===== src/core/warc_pkg.sv =====
// Purpose: Shared constants and types for the watchdog and reset control.
// Assumes: Registers sit on a 32-bit APB slave, one aligned word each.
// Notes:   Field positions, reset values and key codes live here only.
package warc_pkg;

  // ----------------------------------------------------------------------
  // Register map and bus widths
  // ----------------------------------------------------------------------
  localparam int ADDR_W = 8;
  localparam int DATA_W = 32;
  localparam logic [ADDR_W-1:0] OFF_WDT_CTL = 8'h00;
  localparam logic [ADDR_W-1:0] OFF_FLAGS = 8'h04;
  localparam logic [ADDR_W-1:0] OFF_LVL_KEY = 8'h08;
  localparam logic [ADDR_W-1:0] OFF_BO_WIDTH = 8'h0c;
  localparam logic [ADDR_W-1:0] OFF_STATUS = 8'h10;

  // ----------------------------------------------------------------------
  // Field positions and power-on values
  // ----------------------------------------------------------------------
  localparam int KEY_MSB = 7;
  localparam int KEY_LSB = 3;
  localparam int TSEL_MSB = 2;
  localparam int TSEL_LSB = 0;
  localparam logic [7:0] WDT_CTL_POR = 8'h53;
  localparam logic [4:0] KEY_ENABLE = 5'h0a;
  localparam logic [4:0] KEY_DISABLE = 5'h15;
  localparam logic [7:0] LVL_KEY_POR = 8'h66;
  localparam logic [5:0][7:0] LVL_KEY_OK = {8'hf0, 8'haa, 8'h99, 8'h33,
                                            8'h55, 8'h66};
  localparam logic [1:0] BO_WIDTH_POR = 2'h1;
  localparam int FLG_KEY = 0;
  localparam int FLG_LVL = 1;
  localparam int FLG_BO = 2;
  localparam int STS_EXPIRY = 0;
  localparam int STS_PDOWN = 1;

  // ----------------------------------------------------------------------
  // Counter sizes and tables, counted in slow oscillator periods
  // ----------------------------------------------------------------------
  localparam int WDT_W = 19;
  localparam logic [7:0][4:0] TSEL_BIT = {5'h12, 5'h11, 5'h10, 5'h0f,
                                          5'h0e, 5'h0c, 5'h0a, 5'h08};
  localparam logic [3:0][7:0] BO_WIDTH = {8'h80, 8'h40, 8'h20, 8'h08};
  localparam logic [7:0] BO_CNT_MAX = 8'hff;
  localparam int SR_CNT_W = 16;

  // ----------------------------------------------------------------------
  // Types
  // ----------------------------------------------------------------------
  typedef enum logic [2:0] {
    SR_IDLE = 3'b001,
    SR_WAIT = 3'b010,
    SR_FIRE = 3'b100
  } warc_sr_t;

  typedef struct packed {
    logic psel;
    logic penable;
    logic pwrite;
    logic [ADDR_W-1:0] paddr;
    logic [DATA_W-1:0] pwdata;
  } warc_apb_req_t;

  typedef struct packed {
    logic pready;
    logic pslverr;
    logic [DATA_W-1:0] prdata;
  } warc_apb_rsp_t;

  typedef struct packed {
    logic clear_watchdog_instr;
    logic halt_instr;
    logic low_power;
  } warc_cpu_evt_t;

  typedef struct packed {
    logic [2:0] osc_sync;
    logic osc_lvl;
    logic [2:0] sup_sync;
    logic sup_lvl;
    logic [7:0] watchdog_control;
    logic [7:0] supply_level_key;
    logic [1:0] brownout_width_select;
    logic key_field_reset_flag;
    logic level_key_reset_flag;
    logic brownout_reset_flag;
    logic expiry_flag;
    logic powerdown_flag;
    logic [WDT_W-1:0] watchdog_counter;
    logic [7:0] bo_cnt;
    warc_sr_t sr;
    logic [SR_CNT_W-1:0] sr_cnt;
    logic sr_key;
    logic sr_lvl;
    warc_apb_rsp_t rsp;
    logic device_reset;
    logic pc_sp_reset;
  } warc_state_t;

endpackage : warc_pkg


===== src/core/warc_top.sv =====
// Purpose: Watchdog counter, brownout qualification and reset-cause flags.
// Assumes: Slow oscillator and supply-low indication arrive as pins.
// Notes:   Everything runs on clk; the oscillator is sampled for edges.
//
// Overview of operation
// - Watchdog counts slow oscillator periods, not clk.
// - Three-bit select picks overflow from 2^8 to 2^18.
// - Key 10101 disables, key 01010 enables watchdog.
// - Other key value: delayed full reset, flag set.
// - Control register powers up as 01010011.
// - Key-field flag set by hardware, cleared by zero-write.
// - Running overflow gives full reset and expiry flag.
// - Low-power overflow sets flags, resets PC and SP.
// - Counter cleared by bad key, clear, halt.
// - Brownout check active in run modes, fixed level.
// - Brownout check off in idle or sleep.
// - Only supply dips longer than width cause reset.
// - Qualified brownout resets device, sets its flag.
// - Level key accepts six codes, one threshold.
// - Other level key values reset after delay.
// - Invalid level key sets level-key reset flag.
// - Invalid level key reset restores its power-on value.
// - Brownout reset keeps level key contents.
// - Level key powers up as 01100110.
// - Power-on clears PC and presets ports high.
// - Width select gives 8, 32, 64, 128 periods.
// - Brownout flag set by hardware, cleared by software.
// - Powerdown flag set by halt, cleared by clear.
//
// The APB register port and the register addresses were decided locally.
`timescale 1ns/1ns
module warc_top
  import warc_pkg::*;
#(
  parameter int SOFT_RESET_DELAY = 8
) (
  input wire logic clk,
  input wire logic arst_n,
  input wire logic clk_en,
  input wire warc_apb_req_t apb_req,
  output warc_apb_rsp_t apb_rsp,
  input wire logic slow_internal_osc,
  input wire logic supply_low,
  input wire warc_cpu_evt_t cpu_evt,
  output logic device_reset,
  output logic pc_sp_reset,
  output logic expiry_flag,
  output logic powerdown_flag
);

  // ----------------------------------------------------------------------
  // Elaboration checks
  // ----------------------------------------------------------------------
  if (SOFT_RESET_DELAY < 1 || SOFT_RESET_DELAY >= (1 << SR_CNT_W)) begin : g_bad
    $error("SOFT_RESET_DELAY out of range");
  end

  localparam logic [SR_CNT_W-1:0] SR_LAST = SR_CNT_W'(SOFT_RESET_DELAY - 1);

  // Power-on state; device_reset stands high so the core restarts at PC 0
  // with every port data and direction bit preset high.
  localparam warc_state_t STATE_RST = '{
    osc_sync: 3'h0, osc_lvl: 1'b0, sup_sync: 3'h0, sup_lvl: 1'b0,
    watchdog_control: WDT_CTL_POR,
    supply_level_key: LVL_KEY_POR,
    brownout_width_select: BO_WIDTH_POR,
    key_field_reset_flag: 1'b0, level_key_reset_flag: 1'b0,
    brownout_reset_flag: 1'b0, expiry_flag: 1'b0, powerdown_flag: 1'b0,
    watchdog_counter: '0, bo_cnt: 8'h00, sr: SR_IDLE, sr_cnt: '0,
    sr_key: 1'b0, sr_lvl: 1'b0, rsp: '0,
    device_reset: 1'b1,
    pc_sp_reset: 1'b0
  };

  warc_state_t q;
  warc_state_t next_q;

  // Decoded views of the current state, shared with the assertions.
  logic osc_rise;
  logic key_bad;
  logic lvl_bad;
  logic wdt_en;
  logic wdt_ovf;
  logic bo_active;
  logic bo_fire;
  logic wdt_fire;
  logic srst_fire;
  logic full_fire;
  logic bus_wr;
  logic flag_wr;
  logic lvl_wr;
  logic [4:0] key;
  logic [2:0] tsel;

  // ----------------------------------------------------------------------
  // Decode
  // ----------------------------------------------------------------------
  // A slow edge counts once the second and third sync stages agree, so a
  // metastable first stage never reaches the counters.
  always_comb begin
    key = q.watchdog_control[KEY_MSB:KEY_LSB];
    tsel = q.watchdog_control[TSEL_MSB:TSEL_LSB];
    osc_rise = (q.osc_sync[1] == q.osc_sync[2]) && q.osc_sync[2] &&
               !q.osc_lvl;
    wdt_en = (key == KEY_ENABLE);
    key_bad = (key != KEY_ENABLE) && (key != KEY_DISABLE);
    lvl_bad = 1'b1;
    for (int i = 0; i < 6; i++) begin
      if (q.supply_level_key == LVL_KEY_OK[i]) begin
        lvl_bad = 1'b0;
      end
    end
    // The selected bit going high is the overflow; changing the select
    // does not clear the count, so a shorter select may expire at once.
    wdt_ovf = wdt_en && q.watchdog_counter[TSEL_BIT[tsel]];
    bo_active = !cpu_evt.low_power;
    bo_fire = bo_active && q.sup_lvl && osc_rise &&
              (q.bo_cnt == BO_WIDTH[q.brownout_width_select] - 8'h01);
    wdt_fire = wdt_ovf && !cpu_evt.low_power;
    srst_fire = (q.sr == SR_FIRE);
    full_fire = bo_fire || wdt_fire || srst_fire;
    bus_wr = apb_req.psel && apb_req.penable && apb_req.pwrite &&
             q.rsp.pready;
    flag_wr = bus_wr && (apb_req.paddr == OFF_FLAGS);
    lvl_wr = bus_wr && (apb_req.paddr == OFF_LVL_KEY);
  end

  // ----------------------------------------------------------------------
  // Next state
  // ----------------------------------------------------------------------
  always_comb begin
    next_q = q;
    next_q.device_reset = 1'b0;
    next_q.pc_sp_reset = 1'b0;
    next_q.rsp = '0;

    // Three-stage synchronisers for the two pins.
    next_q.osc_sync = {q.osc_sync[1:0], slow_internal_osc};
    next_q.sup_sync = {q.sup_sync[1:0], supply_low};
    if (q.osc_sync[1] == q.osc_sync[2]) begin
      next_q.osc_lvl = q.osc_sync[2];
    end
    if (q.sup_sync[1] == q.sup_sync[2]) begin
      next_q.sup_lvl = q.sup_sync[2];
    end

    // APB: the access phase is answered one cycle after it opens, with
    // read data and error ready at that edge.
    if (apb_req.psel && apb_req.penable && !q.rsp.pready) begin
      next_q.rsp.pready = 1'b1;
      unique case (apb_req.paddr)
        OFF_WDT_CTL: next_q.rsp.prdata = {24'h0, q.watchdog_control};
        OFF_FLAGS: next_q.rsp.prdata = {29'h0, q.brownout_reset_flag,
                                        q.level_key_reset_flag,
                                        q.key_field_reset_flag};
        OFF_LVL_KEY: next_q.rsp.prdata = {24'h0, q.supply_level_key};
        OFF_BO_WIDTH: next_q.rsp.prdata = {30'h0, q.brownout_width_select};
        OFF_STATUS: next_q.rsp.prdata = {30'h0, q.powerdown_flag,
                                         q.expiry_flag};
        default: next_q.rsp.pslverr = 1'b1;
      endcase
    end

    // Register writes take effect at the edge where pready is seen high.
    if (bus_wr) begin
      unique case (apb_req.paddr)
        OFF_WDT_CTL: next_q.watchdog_control = apb_req.pwdata[7:0];
        OFF_LVL_KEY: next_q.supply_level_key = apb_req.pwdata[7:0];
        OFF_BO_WIDTH: next_q.brownout_width_select = apb_req.pwdata[1:0];
        default: ;
      endcase
    end
    // Flags only clear on a written zero; a written one is ignored.
    if (flag_wr) begin
      next_q.key_field_reset_flag = q.key_field_reset_flag &
                                    apb_req.pwdata[FLG_KEY];
      next_q.level_key_reset_flag = q.level_key_reset_flag &
                                    apb_req.pwdata[FLG_LVL];
      next_q.brownout_reset_flag = q.brownout_reset_flag &
                                   apb_req.pwdata[FLG_BO];
    end

    // Soft-reset sequencer: a bad key of either kind waits out the delay,
    // then fires one full reset. Causes are latched so a late repair of
    // the key still leaves the right flag behind.
    unique case (q.sr)
      SR_IDLE: begin
        if (key_bad || lvl_bad) begin
          next_q.sr = SR_WAIT;
          next_q.sr_cnt = '0;
          next_q.sr_key = key_bad;
          next_q.sr_lvl = lvl_bad;
        end
      end
      SR_WAIT: begin
        next_q.sr_key = q.sr_key || key_bad;
        next_q.sr_lvl = q.sr_lvl || lvl_bad;
        if (osc_rise) begin
          if (q.sr_cnt == SR_LAST) begin
            next_q.sr = SR_FIRE;
          end else begin
            next_q.sr_cnt = q.sr_cnt + 1'b1;
          end
        end
      end
      SR_FIRE: begin
        next_q.sr = SR_IDLE;
      end
    endcase

    // Watchdog counter on slow edges only.
    if (!wdt_en || key_bad || cpu_evt.clear_watchdog_instr ||
        cpu_evt.halt_instr) begin
      next_q.watchdog_counter = '0;
    end else if (wdt_ovf) begin
      next_q.watchdog_counter = '0;
    end else if (osc_rise) begin
      next_q.watchdog_counter = q.watchdog_counter + 1'b1;
    end

    // Status flags: clears first, sets after, so a set in the same cycle
    // as a clear survives.
    if (cpu_evt.clear_watchdog_instr || cpu_evt.halt_instr) begin
      next_q.expiry_flag = 1'b0;
    end
    if (cpu_evt.clear_watchdog_instr) begin
      next_q.powerdown_flag = 1'b0;
    end
    if (cpu_evt.halt_instr) begin
      next_q.powerdown_flag = 1'b1;
    end
    if (wdt_ovf) begin
      next_q.expiry_flag = 1'b1;
      if (cpu_evt.low_power) begin
        next_q.powerdown_flag = 1'b1;
        next_q.pc_sp_reset = 1'b1;
      end
    end

    // Brownout width counter; it restarts whenever the supply recovers
    // or the device leaves the run modes, so short dips leave no trace.
    if (!bo_active || !q.sup_lvl) begin
      next_q.bo_cnt = 8'h00;
    end else if (osc_rise && q.bo_cnt != BO_CNT_MAX) begin
      next_q.bo_cnt = q.bo_cnt + 8'h01;
    end

    // Full reset: pulse out, restore control state, record the cause.
    if (full_fire) begin
      next_q.device_reset = 1'b1;
      next_q.watchdog_control = WDT_CTL_POR;
      next_q.watchdog_counter = '0;
      next_q.bo_cnt = 8'h00;
      next_q.sr = SR_IDLE;
      next_q.sr_key = 1'b0;
      next_q.sr_lvl = 1'b0;
      // A genuine brownout alone leaves the level key as it was.
      if (wdt_fire || srst_fire) begin
        next_q.supply_level_key = LVL_KEY_POR;
      end
    end
    if (srst_fire && q.sr_key) begin
      next_q.key_field_reset_flag = 1'b1;
    end
    if (srst_fire && q.sr_lvl) begin
      next_q.level_key_reset_flag = 1'b1;
    end
    if (bo_fire) begin
      next_q.brownout_reset_flag = 1'b1;
    end
  end

  // ----------------------------------------------------------------------
  // State register
  // ----------------------------------------------------------------------
  // The clock enable freezes every field, including the synchronisers.
  always_ff @(posedge clk or negedge arst_n) begin
    if (!arst_n) begin
      q <= STATE_RST;
    end else if (clk_en) begin
      q <= next_q;
    end
  end

  assign apb_rsp = q.rsp;
  assign device_reset = q.device_reset;
  assign pc_sp_reset = q.pc_sp_reset;
  assign expiry_flag = q.expiry_flag;
  assign powerdown_flag = q.powerdown_flag;
endmodule : warc_top


===== config.mk =====
export PLATFORM = sky130hd
export DESIGN_NAME = warc_top
export DESIGN_NICKNAME = d
export VERILOG_FILES = /design/src/core/warc_pkg.sv /design/src/core/warc_top.sv
export SDC_FILE = /design/constraint.sdc
export NUM_CORES = 1
export LEC_CHECK = 0
export ABC_AREA = 1
export BUFFER_PORTS_ARGS = -buffer_cell sky130_fd_sc_hd__buf_4
export CORE_MARGIN = 8
export CORE_UTILIZATION = 62
export DETAILED_ROUTE_END_ITERATION = 8
export PLACE_DENSITY = 0.86
export SYNTH_ARGS = -nofsm -noshare
export SYNTH_HDL_FRONTEND = slang
export SYNTH_SLANG_ARGS = --single-unit

===== constraint.sdc =====
create_clock -name clk -period 5.26 [get_ports clk]
set_input_delay 1.052 -clock clk [delete_from_list [all_inputs] [get_ports clk]]
set_output_delay 1.052 -clock clk [all_outputs]
set_load 0.03 [all_outputs]

==> results.toml <==
[cells_and_area]
multi_input_area_um2 = 2980
fill_cells = 811
nets = 885
n_antenna_cell = 0
area_delta_synth_final_pct = 6.12
regArea_um2 = 2290
drive_above_1_share_pct = 11.8
finish.instance_area_um2 = 6310

[drt]
drtAntennaViolNets = 0
drc = 0
vias_per_cell = 5.61
drtPass1Iterations = 6
routed_wirelength_um = 14000
drt-initial-drc-count = 395
num_vias = 5398
wl_per_cell_um = 14.6

[cts]
clockBufferDepth = 2
clk_latency_ns = 0.37
cts_resized = 0
htreeDepth = 3
cts.sinks = 91
clk_pin_slew_ns = 0.11
cts_buffers = 9
post_cts_buffers = 0
cts_root_buffer = "clkbuf_8"
cts_hold_buf = 0
cts_tree = "yes"

[synthesis]
synth_area_leaders = "dfrtp_1 34%, nand2_1 11%, nand3_1 7.1%"
syn-cell-area_um2 = 5950
synth_most_common_cell = "nand2_1"
syn_avg_cell_area_um2 = 7.37
ys_seq_elements = 91
synth_warnings = 0
synth_cell_types = 46
synth_top_area_share_pct = 33.6
seq_area_frac_synth_pct = 38.5
ys.flop_type = "dfrtp_1"
syn_inst = 807
yosys.area.top_type = "dfrtp_1"
synthArstFlopShare_pct = 100
synthTopCellsByCount = "180 x nand2_1, 96 x inv_1, 84 x nand3_1"
synth-edff-count = 0

[power]
power_frac_comb_pct = 35.7
p_int_w = 0.00131
leakagePower_nw = 3.09
switching_share_pct = 43.6
p_switching_w = 0.00101
ir_worst_vdd_uv = 241
power_frac_clock_pct = 20.4
powerDensity_nw_per_um2 = 367
power_frac_seq_pct = 43.9

[timing]
maxSlewHeadroom_pct = 48.9
tightest_slew_ns = 0.764
whs_ns = 0.486
fin_crit_ns = 3.15
min_period_over_period_pct = 59.9
setup_viol = 0
rsz0062_at_grt = "false"
finalSetupTns_ns = 0
finalHoldViolCount = 0
drv_slew = 0
skew_ns = 0.0113
fmax_mhz = 317

[worst_hold_path]
hp-start = "device_reset$_DFFE_PN1P_"
hold_class = "reg2reg"
holdPathStages = 2
holdPathEnd = "device_reset$_DFFE_PN1P_"

[worst_setup_path]
crit_path_max_fanout = 29
start_kind = "flop"
crit_path_end_kind = "flop"
path_class = "reg2reg"
ff2ff_setup_slack_ns = 2.11
startpoint = "q[99]$_DFFE_PN1P_"
r2r-end = "q[54]$_DFFE_PN1P_"
rr_worst_depth = 15
reg2reg_from = "q[99]$_DFFE_PN1P_"
required_ns = 5.57
arrival_ns = 3.46

[place]
place_area_um2 = 6120
hpwl_um = 10300
gp_congestion = 0.892
port_buffers = 40

[global_route]
antenna_found_initial = 0
grt_max_degree = 60
grt_pass1_wl_um = 24200
grt_overflow = 0
grt_pass1_vias = 5292
grt.total_usage_pct = 22.4

[die]
ios = 89
die-height_um = 114
core-area_um2 = 9280
start_util_pct = 64.1
dieArea_um2 = 13000
row_count = 35
die_w_um = 114

[outcome]
status = "finished clean"

[job]
maxCapViolCount = 0
[critical path, cell delays in order (launching register included)]
cell,delay (ns)
dfstp_2,0.60
inv_2,0.12
ha_1,0.36
nand2_2,0.09
o21ai_1,0.13
nand3_1,0.12
nand3b_1,0.08
nand3_1,0.10
nand2_2,0.11
nand3_4,0.10
nand3_2,0.49
nand2_4,0.31
nand2_1,0.18
nand2_1,0.15
nand2_1,0.07
nand2_1,0.06
[stage by stage]
step / std cells / worst slack (ns) / power, W / util [%]
after CTS: 962 / 2.16 / 0.00232 / 68.0
final: 962 / 2.11 / 0.00232 / 68.0
after global routing: 962 / 1.79 / 0.00248 / 68.0
after detailed placement: 946 / 2.04 / 0.00184 / 65.9
after global placement: 946 / 2.10 / 0.00179 / 65.9
after floorplan: 830 / 2.79 / 0.00166 / -
[cell families (layout without fill, tap and decap cells)]
kind of cell / Yosys count / after routing / share of synthesized area (%)
other: 1 / 24 / 0.0630
DFF: 91 / 91 / 38.5
adders and majority gates: 6 / 6 / 1.26
xor gates and xnor gates: 29 / 29 / 4.27
AOI/OAI and AO/OA: 100 / 100 / 9.80
buffers and inverters: 155 / 158 / 12.9
and+or+nand+nor: 425 / 425 / 33.2
[per-layer routing]
| metal | vias up | GRT usage [%] | part of all wire [%] |
|---|---|---|---|
| li1 | 2628 | - | - |
| met1 | 2505 | 27.4 | 41 |
| met2 | 225 | 37.5 | 49 |
| met3 | 40 | 5.18 | 7.7 |
| met4 | 0 | 8.70 | 2.4 |
| met5 | - | 0 | 0 |
[flip-flops by register name (all words and copies together) (netlist names)]
register / flops
q: 68
device_reset: 1
apb_rsp: 10
powerdown_flag: 1
pc_sp_reset: 1
expiry_flag: 1
next_q: 4
key: 5
[worst max-delay path by stage]
stage               cells after the start           endpoint  slack [ns]
CTS                                    15  q[54]$_DFFE_PN1P_        2.16
floorplan                              10  q[95]$_DFFE_PN0P_        2.79
global route                           15  q[56]$_DFFE_PN0P_        1.79
finish                                 15  q[54]$_DFFE_PN1P_        2.11
global placement                       13  q[56]$_DFFE_PN0P_        2.10
detailed placement                     13  q[55]$_DFFE_PN0P_        2.04
[power groups by stage]
stage	Combinational (W)	Sequential, W	Clock, W
6_report	0.000828	0.00102	0.000473
5_1_grt	0.000931	0.00104	0.000508
4_1_cts	0.000819	0.00101	0.000483
3_5_place_dp	0.000818	0.00103	0
3_3_place_gp	0.000779	0.00101	0
2_1_floorplan	0.000675	0.000987	0
[layout by cell type, fill, tap and decap left out, types with 2 or more instances in the layout]
cell	Yosys	layout
a22o_1	5	5
o22ai_1	12	12
nand3_1	84	84
nand3b_1	3	3
o21ai_0	62	62
nand2_1	180	180
inv_8	0	2
inv_1	96	96
or2_2	2	2
nand2_4	5	5
clkbuf_8	0	9
dfrtp_1	80	80
clkinvlp_4	0	2
inv_6	0	2
dfstp_2	11	11
ha_1	6	6
inv_2	3	3
xnor2_1	4	4
nor3b_1	2	2
o21ai_1	5	5
nor2_1	82	82
nor2_2	3	3
conb_1	1	24
nor4_1	6	6
a21oi_1	5	5
xor2_1	25	25
buf_4	36	42
nand4_1	27	27
nor3_1	18	18
nor3_2	3	3
o31ai_1	3	3
nand3_2	2	2
nand2_2	4	4
[cell type report]
| cell class | count | area share, % |
|---|---|---|
| Multi-Input combinational cell | 584 | 47.1 |
| Sequential cell | 91 | 36.3 |
| Inverter | 100 | 5.95 |
| Timing Repair Buffer | 42 | 4.99 |
| Tap cell | 129 | 2.56 |
| Clock buffer | 9 | 1.96 |
| Clock inverter | 7 | 1.13 |
Power figures use the tool's default switching activity.
